## src/inc/rtcr_pkg.sv

```systemverilog
// Package for the clock control/status block: bus map, bit positions, reset values.
// Assumes both ends run on the same 10 MHz reference clock.
`default_nettype none
package rtcr_pkg;
  localparam int ADDR_W = 5;
  localparam int DATA_W = 8;
  localparam int PER_N = 6;
  // Device bus addresses
  localparam logic [4:0] ADDR_MAIN = 5'h00;
  localparam logic [4:0] ADDR_FLAGS = 5'h03;
  localparam logic [4:0] ADDR_TSAVE = 5'h04;
  localparam logic [4:0] ADDR_MODE = 5'h01;
  localparam logic [4:0] ADDR_OUTSEL = 5'h02;
  localparam logic [4:0] ADDR_PIE = 5'h03;
  // Main status bits
  localparam int MS_IRQ = 0;
  localparam int MS_PF = 1;
  localparam int MS_PER = 2;
  localparam int MS_ALM = 3;
  localparam int MS_BANK = 6;
  localparam logic [7:0] MS_RAM_MASK = 8'hb0;
  // Periodic flag register bits
  localparam int FL_OSC = 6;
  localparam int FL_TEST = 7;
  // Time save control bits
  localparam int TS_EN = 7;
  localparam int TS_NA = 6;
  // Clock mode bits
  localparam int MD_LEAP_LO = 0;
  localparam int MD_12H = 2;
  localparam int MD_RUN = 3;
  localparam int MD_STBY = 4;
  localparam logic [1:0] LEAP_CURRENT = 2'h0;
  localparam logic [1:0] LEAP_STEP = 2'h1;
  // Output select bit
  localparam int OS_SRC = 7;
  // Pin synchroniser lanes
  localparam int PIN_PF = 0;
  localparam int PIN_OSC = 1;
  localparam logic [1:0] PIN_RESET = 2'h1;
  // Host-side software registers
  localparam int HADDR_W = 2;
  localparam int HDATA_W = 16;
  localparam logic [1:0] HREG_CMD = 2'h0;
  localparam logic [1:0] HREG_STAT = 2'h1;
  localparam int HCMD_ADDR_LO = 8;
  localparam int HCMD_READ = 13;
  localparam int HST_BUSY = 8;
  localparam int HST_INTERRUPT_REQUEST_PIN = 9;
  typedef enum logic [1:0] {H_IDLE, H_ISSUE, H_CAPTURE} rtcr_host_state_type;
endpackage
`default_nettype wire

```

## src/inc/rtcr_if.sv

```systemverilog
// Parallel bus and interrupt request pin between the host and the clock device.
// Assumes one shared clock; the open-drain request pin is resolved here with a pull-up.
`default_nettype none
interface rtcr_if;
  logic [4:0] addr;
  logic [7:0] wdata;
  logic wr;
  logic rd;
  logic [7:0] rdata;
  logic interrupt_request_pin_oe;
  logic interrupt_request_pin_level;
  // Pulled high unless the device sinks it
  assign interrupt_request_pin_level = ~interrupt_request_pin_oe;
  modport dev (
    input addr,
    input wdata,
    input wr,
    input rd,
    output rdata,
    output interrupt_request_pin_oe
  );
  modport host (
    output addr,
    output wdata,
    output wr,
    output rd,
    input rdata,
    input interrupt_request_pin_level
  );
endinterface
`default_nettype wire

```

## src/rtl/rtcr_device.sv

```systemverilog
// Control and status registers of the real time clock device end.
// Assumes counter chain, alarm and supply logic supply single-cycle events on ref_clk_i.
//
// Chosen here: the plain strobed port.
`default_nettype none
module rtcr_device
  import rtcr_pkg::*;
(
  input wire logic ref_clk_i,
  input wire logic rst_b_i,
  rtcr_if.dev bus,
  input wire logic power_fail_input_b_i,
  input wire logic osc_clk_i,
  input wire logic [5:0] rollover_i,
  input wire logic alarm_event_i,
  input wire logic year_end_i,
  input wire logic osc_fail_i,
  input wire logic osc_running_i,
  input wire logic standby_i,
  input wire logic alarm_irq_en_i,
  input wire logic power_fail_irq_en_i,
  output logic multi_function_output_o,
  output logic multi_function_output_oe_o,
  output logic clock_run_o,
  output logic twelve_hour_o,
  output logic [1:0] leap_count_o,
  output logic leap_day_en_o,
  output logic time_save_track_o,
  output logic single_supply_o,
  output logic test_mode_en_o,
  output logic alarm_pf_enables_clear_o
);
  logic [1:0] sync_a_r, sync_b_r, sync_c_r, pin_r;
  logic [1:0] pin_nxt;
  logic [7:0] ms_r, ms_nxt;
  logic [5:0] flags_r, flags_nxt;
  logic osc_fail_r, osc_fail_nxt;
  logic single_r, single_nxt;
  logic test_r, test_nxt;
  logic [7:0] tsc_r, tsc_nxt;
  logic [7:0] mode_r, mode_nxt;
  logic [7:0] outsel_r, outsel_nxt;
  logic [7:0] pie_r, pie_nxt;
  logic [7:0] rdata_r, rdata_nxt;
  logic stby_prev_r;
  logic clr_r, clr_nxt;
  logic interrupt_request_pin_oe_r, interrupt_request_pin_oe_nxt;
  logic mfo_r, mfo_nxt;
  logic mfo_oe_r, mfo_oe_nxt;
  logic bank;
  logic wr_main, wr_flags, wr_tsave, wr_mode, wr_outsel, wr_pie, rd_flags;
  logic stby_rise, per_hit, interrupt_request_pin_pend, mfo_pend;

  // Bank-switched decode; main status ignores the bank
  always_comb begin
    bank = ms_r[MS_BANK];
    wr_main = bus.wr && (bus.addr == ADDR_MAIN);
    wr_flags = 1'b0;
    wr_tsave = 1'b0;
    wr_mode = 1'b0;
    wr_outsel = 1'b0;
    wr_pie = 1'b0;
    rd_flags = 1'b0;
    if (!bank) begin
      wr_flags = bus.wr && (bus.addr == ADDR_FLAGS);
      wr_tsave = bus.wr && (bus.addr == ADDR_TSAVE);
      rd_flags = bus.rd && (bus.addr == ADDR_FLAGS);
    end else begin
      wr_mode = bus.wr && (bus.addr == ADDR_MODE);
      wr_outsel = bus.wr && (bus.addr == ADDR_OUTSEL);
      wr_pie = bus.wr && (bus.addr == ADDR_PIE);
    end
    stby_rise = standby_i && !stby_prev_r;
    per_hit = |(rollover_i & pie_r[PER_N-1:0]);
  end

  // Three-stage pin synchroniser; a change counts once stages two and three agree
  for (genvar g = 0; g < 2; g++) begin : g_pin_lane
    assign pin_nxt[g] = (sync_b_r[g] == sync_c_r[g]) ? sync_c_r[g] : pin_r[g];
  end

  // Main status
  always_comb begin
    ms_nxt = ms_r;
    if (wr_main) begin
      ms_nxt = (ms_r & ~MS_RAM_MASK) | (bus.wdata & MS_RAM_MASK);
      ms_nxt[MS_BANK] = bus.wdata[MS_BANK];
      if (bus.wdata[MS_PER]) begin
        ms_nxt[MS_PER] = 1'b0;
      end
      if (bus.wdata[MS_ALM]) begin
        ms_nxt[MS_ALM] = 1'b0;
      end
    end
    // Events win over a same-cycle clear
    if (per_hit) begin
      ms_nxt[MS_PER] = 1'b1;
    end
    if (alarm_event_i) begin
      ms_nxt[MS_ALM] = 1'b1;
    end
    ms_nxt[MS_PF] = ~pin_r[PIN_PF];
    ms_nxt[MS_IRQ] = 1'b0;
  end

  // Pin drives and summary bit
  always_comb begin
    mfo_pend = !outsel_r[OS_SRC] && ms_r[MS_PF] && power_fail_irq_en_i;
    interrupt_request_pin_pend = ms_r[MS_PER] || (ms_r[MS_ALM] && alarm_irq_en_i)
      || (outsel_r[OS_SRC] && ms_r[MS_PF] && power_fail_irq_en_i);
    interrupt_request_pin_oe_nxt = interrupt_request_pin_pend;
    if (outsel_r[OS_SRC]) begin
      mfo_nxt = pin_r[PIN_OSC];
      mfo_oe_nxt = 1'b1;
    end else begin
      mfo_nxt = 1'b0;
      mfo_oe_nxt = mfo_pend;
    end
  end

  // Periodic flags, supply select, test mode
  always_comb begin
    flags_nxt = flags_r;
    if (rd_flags) begin
      flags_nxt = '0;
    end
    flags_nxt = flags_nxt | rollover_i;
    osc_fail_nxt = osc_fail_r;
    if (wr_mode && bus.wdata[MD_RUN] && osc_running_i) begin
      osc_fail_nxt = 1'b0;
    end
    if (osc_fail_i) begin
      osc_fail_nxt = 1'b1;
    end
    single_nxt = single_r;
    test_nxt = test_r;
    if (wr_flags) begin
      single_nxt = bus.wdata[FL_OSC];
      test_nxt = bus.wdata[FL_TEST];
    end
    if (osc_fail_i) begin
      single_nxt = 1'b1;
    end
  end

  // Time save, mode, output select, periodic enables
  always_comb begin
    tsc_nxt = tsc_r;
    if (wr_tsave) begin
      tsc_nxt = bus.wdata;
      tsc_nxt[TS_NA] = 1'b0;
    end
    if (stby_rise) begin
      tsc_nxt[TS_EN] = 1'b0;
    end
    mode_nxt = mode_r;
    if (year_end_i) begin
      mode_nxt[MD_LEAP_LO +: 2] = mode_r[MD_LEAP_LO +: 2] + LEAP_STEP;
    end
    if (wr_mode) begin
      mode_nxt = bus.wdata;
      mode_nxt[MD_RUN] = bus.wdata[MD_RUN] && osc_running_i;
    end
    if (osc_fail_i) begin
      mode_nxt[MD_RUN] = 1'b0;
    end
    outsel_nxt = wr_outsel ? bus.wdata : outsel_r;
    pie_nxt = wr_pie ? bus.wdata : pie_r;
    clr_nxt = 1'b0;
    if (stby_rise && !mode_r[MD_STBY]) begin
      pie_nxt[PER_N-1:0] = '0;
      clr_nxt = 1'b1;
    end
  end

  // Read data, valid the cycle after the read strobe
  always_comb begin
    rdata_nxt = '0;
    if (bus.rd) begin
      if (bus.addr == ADDR_MAIN) begin
        rdata_nxt = ms_r;
        rdata_nxt[MS_IRQ] = interrupt_request_pin_pend || mfo_pend;
      end else if (!bank && bus.addr == ADDR_FLAGS) begin
        rdata_nxt = {test_r, osc_fail_r, flags_r};
      end else if (!bank && bus.addr == ADDR_TSAVE) begin
        rdata_nxt = tsc_r;
      end else if (bank && bus.addr == ADDR_MODE) begin
        rdata_nxt = mode_r;
      end else if (bank && bus.addr == ADDR_OUTSEL) begin
        rdata_nxt = outsel_r;
      end else if (bank && bus.addr == ADDR_PIE) begin
        rdata_nxt = pie_r;
      end else begin
        rdata_nxt = '0;
      end
    end
  end

  always_ff @(posedge ref_clk_i) begin
    if (!rst_b_i) begin
      sync_a_r <= PIN_RESET;
      sync_b_r <= PIN_RESET;
      sync_c_r <= PIN_RESET;
      pin_r <= PIN_RESET;
      ms_r <= '0;
      flags_r <= '0;
      osc_fail_r <= 1'b1;
      single_r <= 1'b1;
      test_r <= 1'b0;
      tsc_r <= '0;
      mode_r <= '0;
      outsel_r <= '0;
      pie_r <= '0;
      rdata_r <= '0;
      stby_prev_r <= 1'b0;
      clr_r <= 1'b0;
      interrupt_request_pin_oe_r <= 1'b0;
      mfo_r <= 1'b0;
      mfo_oe_r <= 1'b0;
    end else begin
      sync_a_r <= {osc_clk_i, power_fail_input_b_i};
      sync_b_r <= sync_a_r;
      sync_c_r <= sync_b_r;
      pin_r <= pin_nxt;
      ms_r <= ms_nxt;
      flags_r <= flags_nxt;
      osc_fail_r <= osc_fail_nxt;
      single_r <= single_nxt;
      test_r <= test_nxt;
      tsc_r <= tsc_nxt;
      mode_r <= mode_nxt;
      outsel_r <= outsel_nxt;
      pie_r <= pie_nxt;
      rdata_r <= rdata_nxt;
      stby_prev_r <= standby_i;
      clr_r <= clr_nxt;
      interrupt_request_pin_oe_r <= interrupt_request_pin_oe_nxt;
      mfo_r <= mfo_nxt;
      mfo_oe_r <= mfo_oe_nxt;
    end
  end

  assign bus.rdata = rdata_r;
  assign bus.interrupt_request_pin_oe = interrupt_request_pin_oe_r;
  assign multi_function_output_o = mfo_r;
  assign multi_function_output_oe_o = mfo_oe_r;
  assign clock_run_o = mode_r[MD_RUN];
  assign twelve_hour_o = mode_r[MD_12H];
  assign leap_count_o = mode_r[MD_LEAP_LO +: 2];
  assign leap_day_en_o = (mode_r[MD_LEAP_LO +: 2] == LEAP_CURRENT);
  assign time_save_track_o = tsc_r[TS_EN];
  assign single_supply_o = single_r;
  assign test_mode_en_o = test_r;
  assign alarm_pf_enables_clear_o = clr_r;
endmodule // rtcr_device
`default_nettype wire

```

## src/flat_wrapper.sv

```systemverilog
// flat-port wrapper written by rule: the top's interface ports become plain ports
module rtcr_device_flat import rtcr_pkg::*;
  (ref_clk_i, rst_b_i, power_fail_input_b_i, osc_clk_i, rollover_i, alarm_event_i, year_end_i, osc_fail_i, osc_running_i, standby_i, alarm_irq_en_i, power_fail_irq_en_i, multi_function_output_o, multi_function_output_oe_o, clock_run_o, twelve_hour_o, leap_count_o, leap_day_en_o, time_save_track_o, single_supply_o, test_mode_en_o, alarm_pf_enables_clear_o, bus_addr, bus_wdata, bus_wr, bus_rd, bus_rdata, bus_interrupt_request_pin_oe);
  rtcr_if bus_i ();
  input wire logic ref_clk_i;
  input wire logic rst_b_i;
  input wire logic power_fail_input_b_i;
  input wire logic osc_clk_i;
  input wire logic [5:0] rollover_i;
  input wire logic alarm_event_i;
  input wire logic year_end_i;
  input wire logic osc_fail_i;
  input wire logic osc_running_i;
  input wire logic standby_i;
  input wire logic alarm_irq_en_i;
  input wire logic power_fail_irq_en_i;
  output logic multi_function_output_o;
  output logic multi_function_output_oe_o;
  output logic clock_run_o;
  output logic twelve_hour_o;
  output logic [1:0] leap_count_o;
  output logic leap_day_en_o;
  output logic time_save_track_o;
  output logic single_supply_o;
  output logic test_mode_en_o;
  output logic alarm_pf_enables_clear_o;
  input wire logic [$bits(bus_i.addr)-1:0] bus_addr;
  input wire logic [$bits(bus_i.wdata)-1:0] bus_wdata;
  input wire logic [$bits(bus_i.wr)-1:0] bus_wr;
  input wire logic [$bits(bus_i.rd)-1:0] bus_rd;
  output wire logic [$bits(bus_i.rdata)-1:0] bus_rdata;
  output wire logic [$bits(bus_i.interrupt_request_pin_oe)-1:0] bus_interrupt_request_pin_oe;
  assign bus_i.addr = bus_addr;
  assign bus_i.wdata = bus_wdata;
  assign bus_i.wr = bus_wr;
  assign bus_i.rd = bus_rd;
  assign bus_rdata = bus_i.rdata;
  assign bus_interrupt_request_pin_oe = bus_i.interrupt_request_pin_oe;
  rtcr_device u_core (.ref_clk_i(ref_clk_i), .rst_b_i(rst_b_i), .bus(bus_i), .power_fail_input_b_i(power_fail_input_b_i), .osc_clk_i(osc_clk_i), .rollover_i(rollover_i), .alarm_event_i(alarm_event_i), .year_end_i(year_end_i), .osc_fail_i(osc_fail_i), .osc_running_i(osc_running_i), .standby_i(standby_i), .alarm_irq_en_i(alarm_irq_en_i), .power_fail_irq_en_i(power_fail_irq_en_i), .multi_function_output_o(multi_function_output_o), .multi_function_output_oe_o(multi_function_output_oe_o), .clock_run_o(clock_run_o), .twelve_hour_o(twelve_hour_o), .leap_count_o(leap_count_o), .leap_day_en_o(leap_day_en_o), .time_save_track_o(time_save_track_o), .single_supply_o(single_supply_o), .test_mode_en_o(test_mode_en_o), .alarm_pf_enables_clear_o(alarm_pf_enables_clear_o));
endmodule
```

## config.mk

```make
export PLATFORM = sky130hd
export DESIGN_NAME = rtcr_device_flat
export DESIGN_NICKNAME = d
export VERILOG_FILES = /design/src/inc/rtcr_pkg.sv /design/src/inc/rtcr_if.sv /design/src/rtl/rtcr_device.sv /design/src/flat_wrapper.sv
export SDC_FILE = /design/constraint.sdc
export NUM_CORES = 1
export LEC_CHECK = 0
export ABC_AREA = 1
export BUFFER_PORTS_ARGS = -buffer_cell sky130_fd_sc_hd__buf_4
export CAP_MARGIN = 20
export CORE_MARGIN = 10
export CORE_UTILIZATION = 50
export CTS_CLUSTER_SIZE = 8
export DETAILED_ROUTE_END_ITERATION = 10
export PLACE_DENSITY = 0.73
export SETUP_SLACK_MARGIN = 0.5
export SYNTH_ARGS = -nofsm -noshare
export SYNTH_HDL_FRONTEND = slang
export SYNTH_SLANG_ARGS = --single-unit
export TNS_END_PERCENT = 100
```

## constraint.sdc

```tcl
create_clock -name ref_clk_i -period 1.75 [get_ports ref_clk_i]
set_clock_uncertainty 0.05 [all_clocks]
set_input_delay 0.175 -clock ref_clk_i [delete_from_list [all_inputs] [get_ports ref_clk_i]]
set_output_delay 0.175 -clock ref_clk_i [all_outputs]
set_load 0.01 [all_outputs]
```

* Yosys cells after proc, flatten, opt, wreduce, memory -nomap -nowiden
Cells that the tools add are included.
** Storage, ports and cells
- Register bits after elaboration :: 69
- Input port bits :: 32
- Logic and storage cells :: 101
** Cells by class
- Add/subtract/negate cells :: 1
- Eq/ne operators :: 6
- Muxes and demuxes :: 22
- Bitwise logic cells :: 5
- Reduce and logical (&&, ||, !) cells :: 39
** Operators by type and width (number)
- 8-bit two-way mux :: 6
- 1-bit logical AND :: 21
- 1-bit two-way mux :: 12
- 5-bit by 2-bit equality test with 1-bit output, second input constant :: 2
- 7-bit by 8-bit OR with 8-bit output :: 1
- 6-bit AND :: 1
- 6-bit two-way mux :: 1
- 6-bit OR :: 1
- 2-bit nonzero test :: 3
- 2-bit OR reduction :: 3
- 6-bit OR reduction :: 1
- 5-bit by 1-bit equality test with 1-bit output, second input constant :: 1
- 5-bit by 3-bit equality test with 1-bit output, second input constant :: 1
- 5-bit zero test :: 1
- 1-bit zero test :: 4
- 2-bit two-way mux :: 2
- 4-bit two-way mux :: 1
- 2-bit AND reduction :: 2
- 1-bit logical OR :: 3
- 2-bit by 1-bit adder with 2-bit output, second input constant :: 1
- 1-bit equality test :: 2
- 2-bit zero test :: 1
- 1-bit NOT :: 2

* Logic depth before layout (Yosys ltp)
Gate-level depths: netlist of the first run.
- Depth after elaboration :: 8
- Mapped depth :: 9
- Mapped depth without buffers :: 9

* Least setup slack after synthesis of the first run
No wires, ideal clock.
- Path kind :: flip-flop to flip-flop
- From :: reg u_core.ms_r[6]
- To :: reg u_core.tsc_r[3]
- Setup time :: 70 ps
- Arrival :: 1207 ps
- Required time :: 1630 ps
- Path slack :: 424 ps
- Stages on the path, launching flop included :: 7
- Path buffers :: 0
- Clock period less this slack :: 1326 ps
- Path through :: dfxtp_1 > nor2_1 > and3_1 > nand2_2 > inv_2 > o21ai_0 > a21oi_1
** Between the ends
- Word-level cells in the longest chain between the ends :: 1
** Ends and longest elaborated chain
- start, declared :: line rtcr_device.sv:35 : logic [7:0] ms_r, ms_nxt;
- start signal, assigned :: line rtcr_device.sv:225 : ms_r <= ms_nxt;
- 1-bit two-way mux :: line rtcr_device.sv:64 : if (!bank) begin
- end signal, assigned :: line rtcr_device.sv:230 : tsc_r <= tsc_nxt;
- end, declared :: line rtcr_device.sv:40 : logic [7:0] tsc_r, tsc_nxt;
No other way between the ends.
A chain may end at the register's enable or synchronous reset.

* Worst setup path after layout of the first run
- From :: reg u_core.ms_r[6]
- To :: reg u_core.test_r, in the netlist u_core.test_mode_en_o
** Between the ends
- Word-level cells in the longest chain between the ends :: 1
** Ends and longest elaborated chain
- 1-bit two-way mux :: line rtcr_device.sv:64
- end signal, assigned :: line rtcr_device.sv:229 : test_r <= test_nxt;
- end, declared :: line rtcr_device.sv:39 : logic test_r, test_nxt;
No other way between the ends.

==> flow_metrics.tcl, run 1 <==
set metrics [dict create \
    core_um2 5440 \
    min_period_ns 1.28 \
    ys.flop_type "dfxtp_1" \
    cts_made_buffers 9 \
    ant_nets 0 \
    synth.top_cell.area_share 0.493 \
    rsz0062_at_grt "true" \
    die_h_um 94.4 \
    synthCells 363 \
    synth_edf_count 0 \
    die_w_um 94.4 \
    hold_class "in2reg" \
    async_flop_share 0 \
    drc 0 \
    synthMuxAreaShare 0 \
    p_total_mw 3.14 \
    area_growth_pct 33.8 \
    yosysMostFrequentCell "dfxtp_1" \
    grt_first_pass_wirelength_um 12700 \
    post-route-period-util 0.731 \
    hold_end "u_core.flags_r[4]" \
    antenna_found_initial 0 \
    fillCellCount 477 \
    leakage_nw 1.67 \
    end_kind "register" \
    tns_ns 0 \
    gp_congestion 0.854 \
    diodes 0 \
    critPathTopFamily "simple AND/OR/NAND/NOR gates" \
    reg2reg_depth 4 \
    ios 52 \
    initial_utilization 0.508 \
    slew_headroom 0.750 \
    synthXorXnorAreaFrac 0.00317 \
    synth_common_cells "68 x dfxtp_1, 61 x nand2_1, 58 x nor2_1, 34 x o21ai_0, 33 x inv_1" \
    critical_path.slowest_cell "nor4_1" \
    row_count 27 \
    hold_viol 0 \
    root_buffer "clkbuf_8" \
    worstMarginPinSlew_ns 0.372 \
    syn-mean-instance-area_um2 7.61 \
    synth_compound_area_frac 0.153 \
    tritoncts "built" \
    drt_wl_total_um 8060 \
    grt_overflow 0 \
    critPathMaxFanout 7 \
    reg2reg_to "u_core.test_mode_en_o" \
    routedWlPerCell_um 15.6 \
    grt_pass1_vias 2577 \
    setup_viol 0 \
    cts.reportedPaths.clkPinSlew_ns 0.08 \
    required_ns 1.97 \
    synth-seq-cells 68 \
    synth_nets 396 \
    synthAdderAreaFrac 0.00453 \
    worstHoldPathCells 3 \
    synth-simple-area-share 0.275 \
    ys_warn_count 0 \
    cts_max_path_buffers 2 \
    synth_top_area_cell "dfxtp_1" \
    critPathBufInv 1 \
    dpl.hpwl_um 5780 \
    track_usage 0.182 \
    synth_cell_types 30 \
    synth_area_um2 2760 \
    grt_max_degree 22 \
    vias 2762 \
    synth.area.top_cells "dfxtp_1 49%, nand2_1 8.3%, nor2_1 7.9%" \
    timing_worst_setup_path_type "reg2reg" \
    cap_violations 0 \
    drive_above_1_share 0.281 \
    path_cells "nor4_1 > buf_4 > o21ai_0 > a21oi_1" \
    numPortBuffers 51 \
    crit_path_max_incr_delay_ns 0.39 \
    synth_top_family_by_area "simple AND/OR/NAND/NOR gates" \
    reg2reg_slack_ns 0.47 \
    peakVddDrop_mv 0.474 \
    htreeDepth 3 \
    pre_cts_slack_ns 0.143 \
    rr_startpoint "u_core.ms_r[6]" \
    final_area_um2 3700 \
    placed_area_um2 3240 \
    drv_slew 0 \
    clkSinkCount 68 \
    viasPerCell 5.34 \
    hold_start "rollover_i[4]" \
    dieArea_um2 8900 \
    crit_arrival_ns 1.50 \
    start_kind "register" \
    drtIter0Drc 235 \
    layout_setup_ws_ns 0.470 \
    status "complete, no violations" \
    fmax_mhz 781 \
    p_per_area_nw_per_um2 850 \
    drtPass1Iterations 5 \
    nets 473 \
    clk_latency_ns 0.34 \
    synth_seq_area_share 0.493 \
]
cell type report:
cell class,instances,area (um2),share of cell area
Timing Repair Buffer,77,612,0.165
Tap cell,72,90.1,0.0244
Clock buffer,10,128,0.0345
Multi-Input combinational cell,248,1290,0.349
Clock inverter,6,65.1,0.0176
Sequential cell,68,1370,0.370
Inverter,35,139,0.0376
Timing Repair inverter,1,7.51,0.00203
state kept, by name (all words and copies together), names as in the netlist, 2 cells and up:
| signal | flops |
|---|---|
| u_core.sync_c_r | 2 |
| u_core.pin_r | 2 |
| u_core.ms_r | 7 |
| u_core.sync_b_r | 2 |
| u_core.sync_a_r | 2 |
| u_core.outsel_r | 8 |
| u_core.tsc_r | 7 |
| u_core.flags_r | 6 |
| u_core.mode_r | 8 |
| u_core.bus.rdata | 8 |
| u_core.pie_r | 8 |
power breakdown:
part,switching [mW],internal (mW)
Sequential,0.0162,1.58
Combinational,0.148,0.124
Clock,0.618,0.658
stage by stage:
stage | hold WS (ns) | cells | util
4_1_cts | 0.00107 | 514 | 0.668
3_5_place_dp | 0.313 | 482 | 0.595
3_3_place_gp | 0.306 | 482 | 0.595
5_1_grt | 0.0278 | 517 | 0.680
6_report | 0.00141 | 517 | 0.680
2_1_floorplan | 0.218 | 363 | -
how the worst max path moves through the flow:
stage / from / slack, ns / depth (start not counted) / to
2_1_floorplan: u_core.ms_r[6] / 0.45 / 6 / u_core.tsc_r[3]
3_3_place_gp: bus_addr[2] / 0.17 / 9 / u_core.outsel_r[6]
3_5_place_dp: u_core.ms_r[6] / 0.14 / 7 / u_core.outsel_r[1]
4_1_cts: u_core.ms_r[6] / 0.48 / 4 / u_core.test_mode_en_o
5_1_grt: u_core.ms_r[6] / 0.39 / 4 / u_core.test_mode_en_o
6_report: u_core.ms_r[6] / 0.47 / 4 / u_core.test_mode_en_o
timing repair:
item / CTS / global route
hold endpoints to repair: 4 / 0
resized for setup: 18 / 15
setup endpoints to repair: 37 / 45
gates cloned: 1 / 1
hold buffers: 4 / 0
pin swaps: 4 / 6
buffers inserted: 11 / 2
cell usage in the layout (no fill, tap or decap), drive strengths merged, types with 10 or more instances in the layout:
master / Yosys / layout
nand3: 14 / 14
nor2: 65 / 65
nand4: 14 / 14
buf: 7 / 73
dfxtp: 68 / 68
o21ai: 34 / 34
nand2: 65 / 65
clkbuf: 5 / 10
inv: 35 / 35
a21oi: 31 / 31
tightest hold or removal path, stage by stage:
cell	delay, ns
buf_4	0.09
a21oi_1	0.03
nor2_1	0.07
logic make-up after synthesis:
group           after synthesis
buf+inv                      47
simple gates                168
fa+ha+maj                     1
xor+xnor                      1
flops                        68
compound gates               78
routing by layer:
| layer | global-route usage | part of all wire |
|---|---|---|
| met1 | 0.224 | 0.43 |
| met2 | 0.293 | 0.47 |
| met5 | 0 | 0 |
| met3 | 0.0468 | 0.073 |
| met4 | 0.0810 | 0.019 |
No activity file was read; power rests on OpenSTA's default activity.
==> inputs of run 2 (changes only) <==
- clock period: 1.75 -> 1.3 ns (I/O delays scaled with it)
==> run 2 against run 1 <==
Compared with the run above:
- the run now ends with negative hold slack, negative setup slack left
- wire length is 19% higher
- critical path depth is 2 higher
- sequential power is 35% higher
- die area stayed put
- largest cell class is now multi-input combinational cells
- utilization is 12 points higher
- critical path type unchanged
- via count is 10% higher
- cell count is 6.0% higher
==> flow_metrics.tcl, run 2 (synthesized netlist as in run 1, its figures left out) <==
set metrics [dict create \
    drtPass1Iterations 5 \
    p_per_area_nw_per_um2 979 \
    leakage_nw 1.88 \
    start_kind "register" \
    timing_worst_setup_path_type "reg2reg" \
    final_common_cell "buf_4" \
    drt-met1-wl_um 3880 \
    tritoncts "built" \
    track_usage 0.207 \
    crit_start "u_core.ms_r[6]" \
    seqCellArea_um2 1390 \
    min_period_ns 1.32 \
    dieArea_um2 8900 \
    peakVddDrop_mv 0.928 \
    post-route-period-util 1.02 \
    drv_slew 0 \
    fmax_mhz 758 \
    initial_utilization 0.508 \
    vias 3043 \
    grt_max_degree 20 \
    slew_headroom 0.759 \
    die_w_um 94.4 \
    nets 504 \
    crit_arrival_ns 1.54 \
    final_cell_mix "56 x buf_4, 50 x nand2_1, 47 x nor2_1, 47 x dfxtp_1, 40 x buf_6" \
    setup_viol 6 \
    path_cells "nand3_4 > nor2_4 > buf_4 > nand2_1 > and3_4 > a21oi_2" \
    hold_start "power_fail_input_b_i" \
    fillCellCount 367 \
    antenna_found_initial 0 \
    crit_path_max_incr_delay_ns 0.39 \
    end_kind "register" \
    required_ns 1.52 \
    critPathMaxFanout 4 \
    layout_setup_ws_ns -0.0201 \
    rr_startpoint "u_core.ms_r[6]" \
    worstMarginPinSlew_ns 0.361 \
    drc 0 \
    route.met3.wl_um 675 \
    routedWlPerCell_um 17.5 \
    hold_viol 2 \
    clk_latency_ns 0.34 \
    drt_wl_total_um 9580 \
    grt_overflow 0 \
    diodes 0 \
    gp_congestion 0.931 \
    cts_made_buffers 9 \
    cap_violations 0 \
    rsz0062_at_grt "true" \
    row_count 27 \
    viasPerCell 5.55 \
    multiInputGateArea_um2 1510 \
    core_um2 5440 \
    p_total_mw 4.24 \
    violations "negative hold slack, negative setup slack" \
    grt_pass1_vias 2865 \
    numPortBuffers 51 \
    final_cells 548 \
    ios 52 \
    status "finished with violations" \
    placedCellCount 501 \
    cts.reportedPaths.clkPinSlew_ns 0.08 \
    die_h_um 94.4 \
    clkSinkCount 68 \
    wl_met2_um 4800 \
    hold_class "in2reg" \
    top_layer "met4" \
    cts_max_path_buffers 2 \
    ant_nets 0 \
    drive_above_1_share 0.452 \
    htreeDepth 3 \
    area_growth_pct 56.9 \
    critical_path.slowest_cell "dfxtp_4" \
    root_buffer "clkbuf_8" \
    grt_first_pass_wirelength_um 14500 \
    dpl.hpwl_um 6120 \
    holdWs_ns -0.0677 \
    drtIter0Drc 298 \
]
==> run 2: stage by stage <==
stage / instance area [um2] / hold WS, ns / worst slack, ns / setup TNS [ns] / utilization
2_1_floorplan: 2820 / 0.173 / 0.0544 / 0 / -
3_3_place_gp: 3430 / 0.265 / -0.0978 / -0.477 / 0.631
3_5_place_dp: 3430 / 0.270 / -0.0941 / -0.996 / 0.631
4_1_cts: 4140 / -0.0876 / 0.0531 / 0 / 0.761
5_1_grt: 4340 / -0.0814 / -0.0724 / -0.756 / 0.797
6_report: 4340 / -0.0677 / -0.0201 / -0.0873 / 0.797
==> run 2: area by class of cell <==
cell class | count | share of cell area
clock buffers | 10 | 0.0317
clock inverters | 6 | 0.00924
inverters | 35 | 0.0392
multi-input cells | 248 | 0.348
flip-flops and latches | 68 | 0.321
well taps | 72 | 0.0208
repair buffers | 107 | 0.227
repair inverters | 2 | 0.00289
==> run 2: critical path: cells and delay by family, from the launching register on <==
| kind | cells | cell delay [ns] |
|---|---|---|
| compound gates | 1 | 0.13 |
| simple gates | 4 | 0.54 |
| flops | 1 | 0.39 |
| buf+inv | 1 | 0.15 |
==> run 2: metal layers <==
metal,GRT usage,vias to the layer above
li1,-,1422
met1,0.243,1443
met2,0.355,157
met3,0.0500,21
met4,0.0823,0
met5,0,-
==> run 2: path summary, 6_finish.rpt <==
kind / endpoint / cells after the start / slack, ns
setup reg to reg: u_core.bus.rdata[6] / 6 / -0.02
hold reg to reg: u_core.ms_r[1] / 1 / 0.35
hold / removal: u_core.sync_a_r[0] / 2 / -0.07
setup / recovery: u_core.bus.rdata[6] / 6 / -0.02
==> run 2: what timing repair did <==
action,4_1_cts,5_1_grt
cloned,2,2
setup endpoints to repair,75,77
hold buffers,8,1
buffers inserted,16,2
endpoints found under the hold margin,11,3
pin swaps,17,24
resized for setup,95,51
==> run 2: power breakdown <==
group | switching (mW) | internal [mW]
registers | 0.0268 | 2.12
logic | 0.259 | 0.237
clock network | 0.857 | 0.741
==> inputs of run 3 (changes only) <==
- REMOVE_ABC_BUFFERS: not set -> 1
==> run 3 against run 2 <==
Compared with the run above:
- largest cell class unchanged
- fmax decreased by 0.67%
- clock power rose by 56%
- combinational power decreased by 10%
- worst hold slack got worse by 0.013 ns
- the flow still finishes with violations (negative hold slack, negative setup slack)
- global-route usage shrank 1.2 points
- die area unchanged
- non-clock buffer count decreased by 8
- critical path type unchanged
- critical path depth is the same
- via count decreased by 4.1%
- flip-flop and latch count stayed put
- wire length decreased by 9.3%
==> flow_metrics.tcl, run 3 (synthesized netlist as in run 1, its figures left out) <==
set metrics [dict create \
    track_usage 0.195 \
    viasPerCell 5.39 \
    gp_congestion 0.867 \
    core_um2 5440 \
    grt_overflow 0 \
    vias 2918 \
    grt_max_degree 25 \
    grt_first_pass_wirelength_um 13600 \
    setup_viol 9 \
    cts.reportedPaths.clkPinSlew_ns 0.08 \
    hold_buffers 10 \
    critPathMaxFanout 6 \
    leakage_nw 1.87 \
    slew_headroom 0.785 \
    root_buffer "clkbuf_8" \
    end_kind "register" \
    clkSinkCount 68 \
    drtIter0Drc 214 \
    drv_slew 0 \
    layout_setup_ws_ns -0.0289 \
    initial_utilization 0.508 \
    p_per_area_nw_per_um2 1200 \
    start_kind "register" \
    required_ns 1.48 \
    peakVddDrop_mv 0.942 \
    cap_violations 0 \
    dieArea_um2 8900 \
    crit_arrival_ns 1.51 \
    drtPass1Iterations 5 \
    timing_worst_setup_path_type "reg2reg" \
    fmax_mhz 752 \
    dpl.hpwl_um 5760 \
    clk_latency_ns 0.34 \
    diodes 0 \
    critical_path.slowest_cell "dfxtp_4" \
    drive_above_1_share 0.403 \
    p_total_mw 5.09 \
    routedWlPerCell_um 16.1 \
    cts_max_path_buffers 2 \
    die_h_um 94.4 \
    hold_viol 3 \
    worstHoldPathCells 2 \
    fin_util 0.780 \
    nets 497 \
    cts_made_buffers 9 \
    post-route-period-util 1.02 \
    final_common_cell "buf_4" \
    violations "negative hold slack, negative setup slack" \
    status "finished with violations" \
    worstMarginPinSlew_ns 0.321 \
    tritoncts "built" \
    antenna_found_initial 0 \
    drc 0 \
    grt_pass1_vias 2821 \
    ant_nets 0 \
    crit_path_max_incr_delay_ns 0.40 \
    holdWs_ns -0.0809 \
    die_w_um 94.4 \
    htreeDepth 3 \
    rsz0062_at_grt "true" \
    min_period_ns 1.33 \
    drt_wl_total_um 8690 \
    row_count 27 \
    area_growth_pct 53.6 \
    hold_class "in2reg" \
    reg2reg_depth 6 \
    final_cell_mix "57 x buf_4, 55 x nand2_1, 47 x nor2_1, 47 x dfxtp_1, 31 x buf_6" \
    path_cells "nand3_4 > nor2_4 > buf_4 > nand2_2 > nor2_1 > a211oi_1" \
    numPortBuffers 51 \
    ios 52 \
]
-- run 3: changes by cell type in the layout (fill, tap and decap cells not counted), moves of 3 or more --
| cell | change |
|---|---|
| o21ai_1 | -10 |
| nand3_1 | +3 |
| a21oi_2 | -5 |
| o21ai_0 | +5 |
| inv_1 | +3 |
| bufinv_16 | +5 |
| nand3_2 | -3 |
| clkinv_2 | -3 |
| o21ai_2 | +5 |
| nand2_1 | +5 |
| nand2_4 | -4 |
| buf_6 | -9 |
| a21oi_1 | +5 |
-- run 3: power by group --
group	switching (mW)	internal [mW]
Sequential	0.0238	2.12
Clock	0.825	1.67
Combinational	0.227	0.217
-- run 3: repair_timing --
| action | CTS | global route |
|---|---|---|
| hold endpoints to repair | 13 | 3 |
| buffers inserted | 9 | 3 |
| pin swaps | 16 | 13 |
| setup endpoints to repair | 75 | 76 |
| gates resized for setup | 82 | 44 |
| cloned | 2 | 1 |
-- run 3: cell type report --
cell class | instances | area [um2]
Timing Repair inverter | 1 | 7.51
Multi-Input combinational cell | 250 | 1430
Sequential cell | 68 | 1390
Tap cell | 72 | 90.1
Clock buffer | 10 | 128
Clock inverter | 6 | 159
Timing Repair Buffer | 99 | 897
Fill cell | 374 | 1190
Inverter | 35 | 141
-- run 3: path summary, 6_finish.rpt --
path | startpoint | endpoint | slack (ns)
worst max-delay path | u_core.ms_r[6] | u_core.pie_r[0] | -0.03
worst min-delay path | power_fail_input_b_i | u_core.sync_a_r[0] | -0.08
worst min register to register | u_core.pin_r[0] | u_core.ms_r[1] | 0.36
worst max register to register | u_core.ms_r[6] | u_core.pie_r[0] | -0.03
-- run 3: layer usage --
metal | part of all wire | track usage
met5 | 0 | 0
met4 | 0.028 | 0.101
met3 | 0.070 | 0.0397
met2 | 0.50 | 0.327
met1 | 0.40 | 0.229
-- run 3: critical path: cells and delay by family (launching register included) --
| kind | cells | cell delay (ns) |
|---|---|---|
| AO/OA/AOI/OAI | 1 | 0.05 |
| buffers and inverters | 1 | 0.15 |
| flip-flops | 1 | 0.40 |
| AND/OR/NAND/NOR | 4 | 0.55 |
-- run 3: metrics by stage --
| stage | hold slack (ns) | cells | setup TNS, ns | area, um2 | worst slack (ns) |
|---|---|---|---|---|---|
| floorplan | 0.173 | 351 | -2.52 | 2700 | -0.252 |
| global placement | 0.260 | 500 | -0.238 | 3380 | -0.0572 |
| detailed placement | 0.269 | 500 | -0.940 | 3380 | -0.116 |
| CTS | -0.0894 | 537 | 0 | 4070 | 0.0277 |
| global route | -0.0896 | 541 | -1.49 | 4240 | -0.109 |
| finish | -0.0809 | 541 | -0.120 | 4240 | -0.0289 |
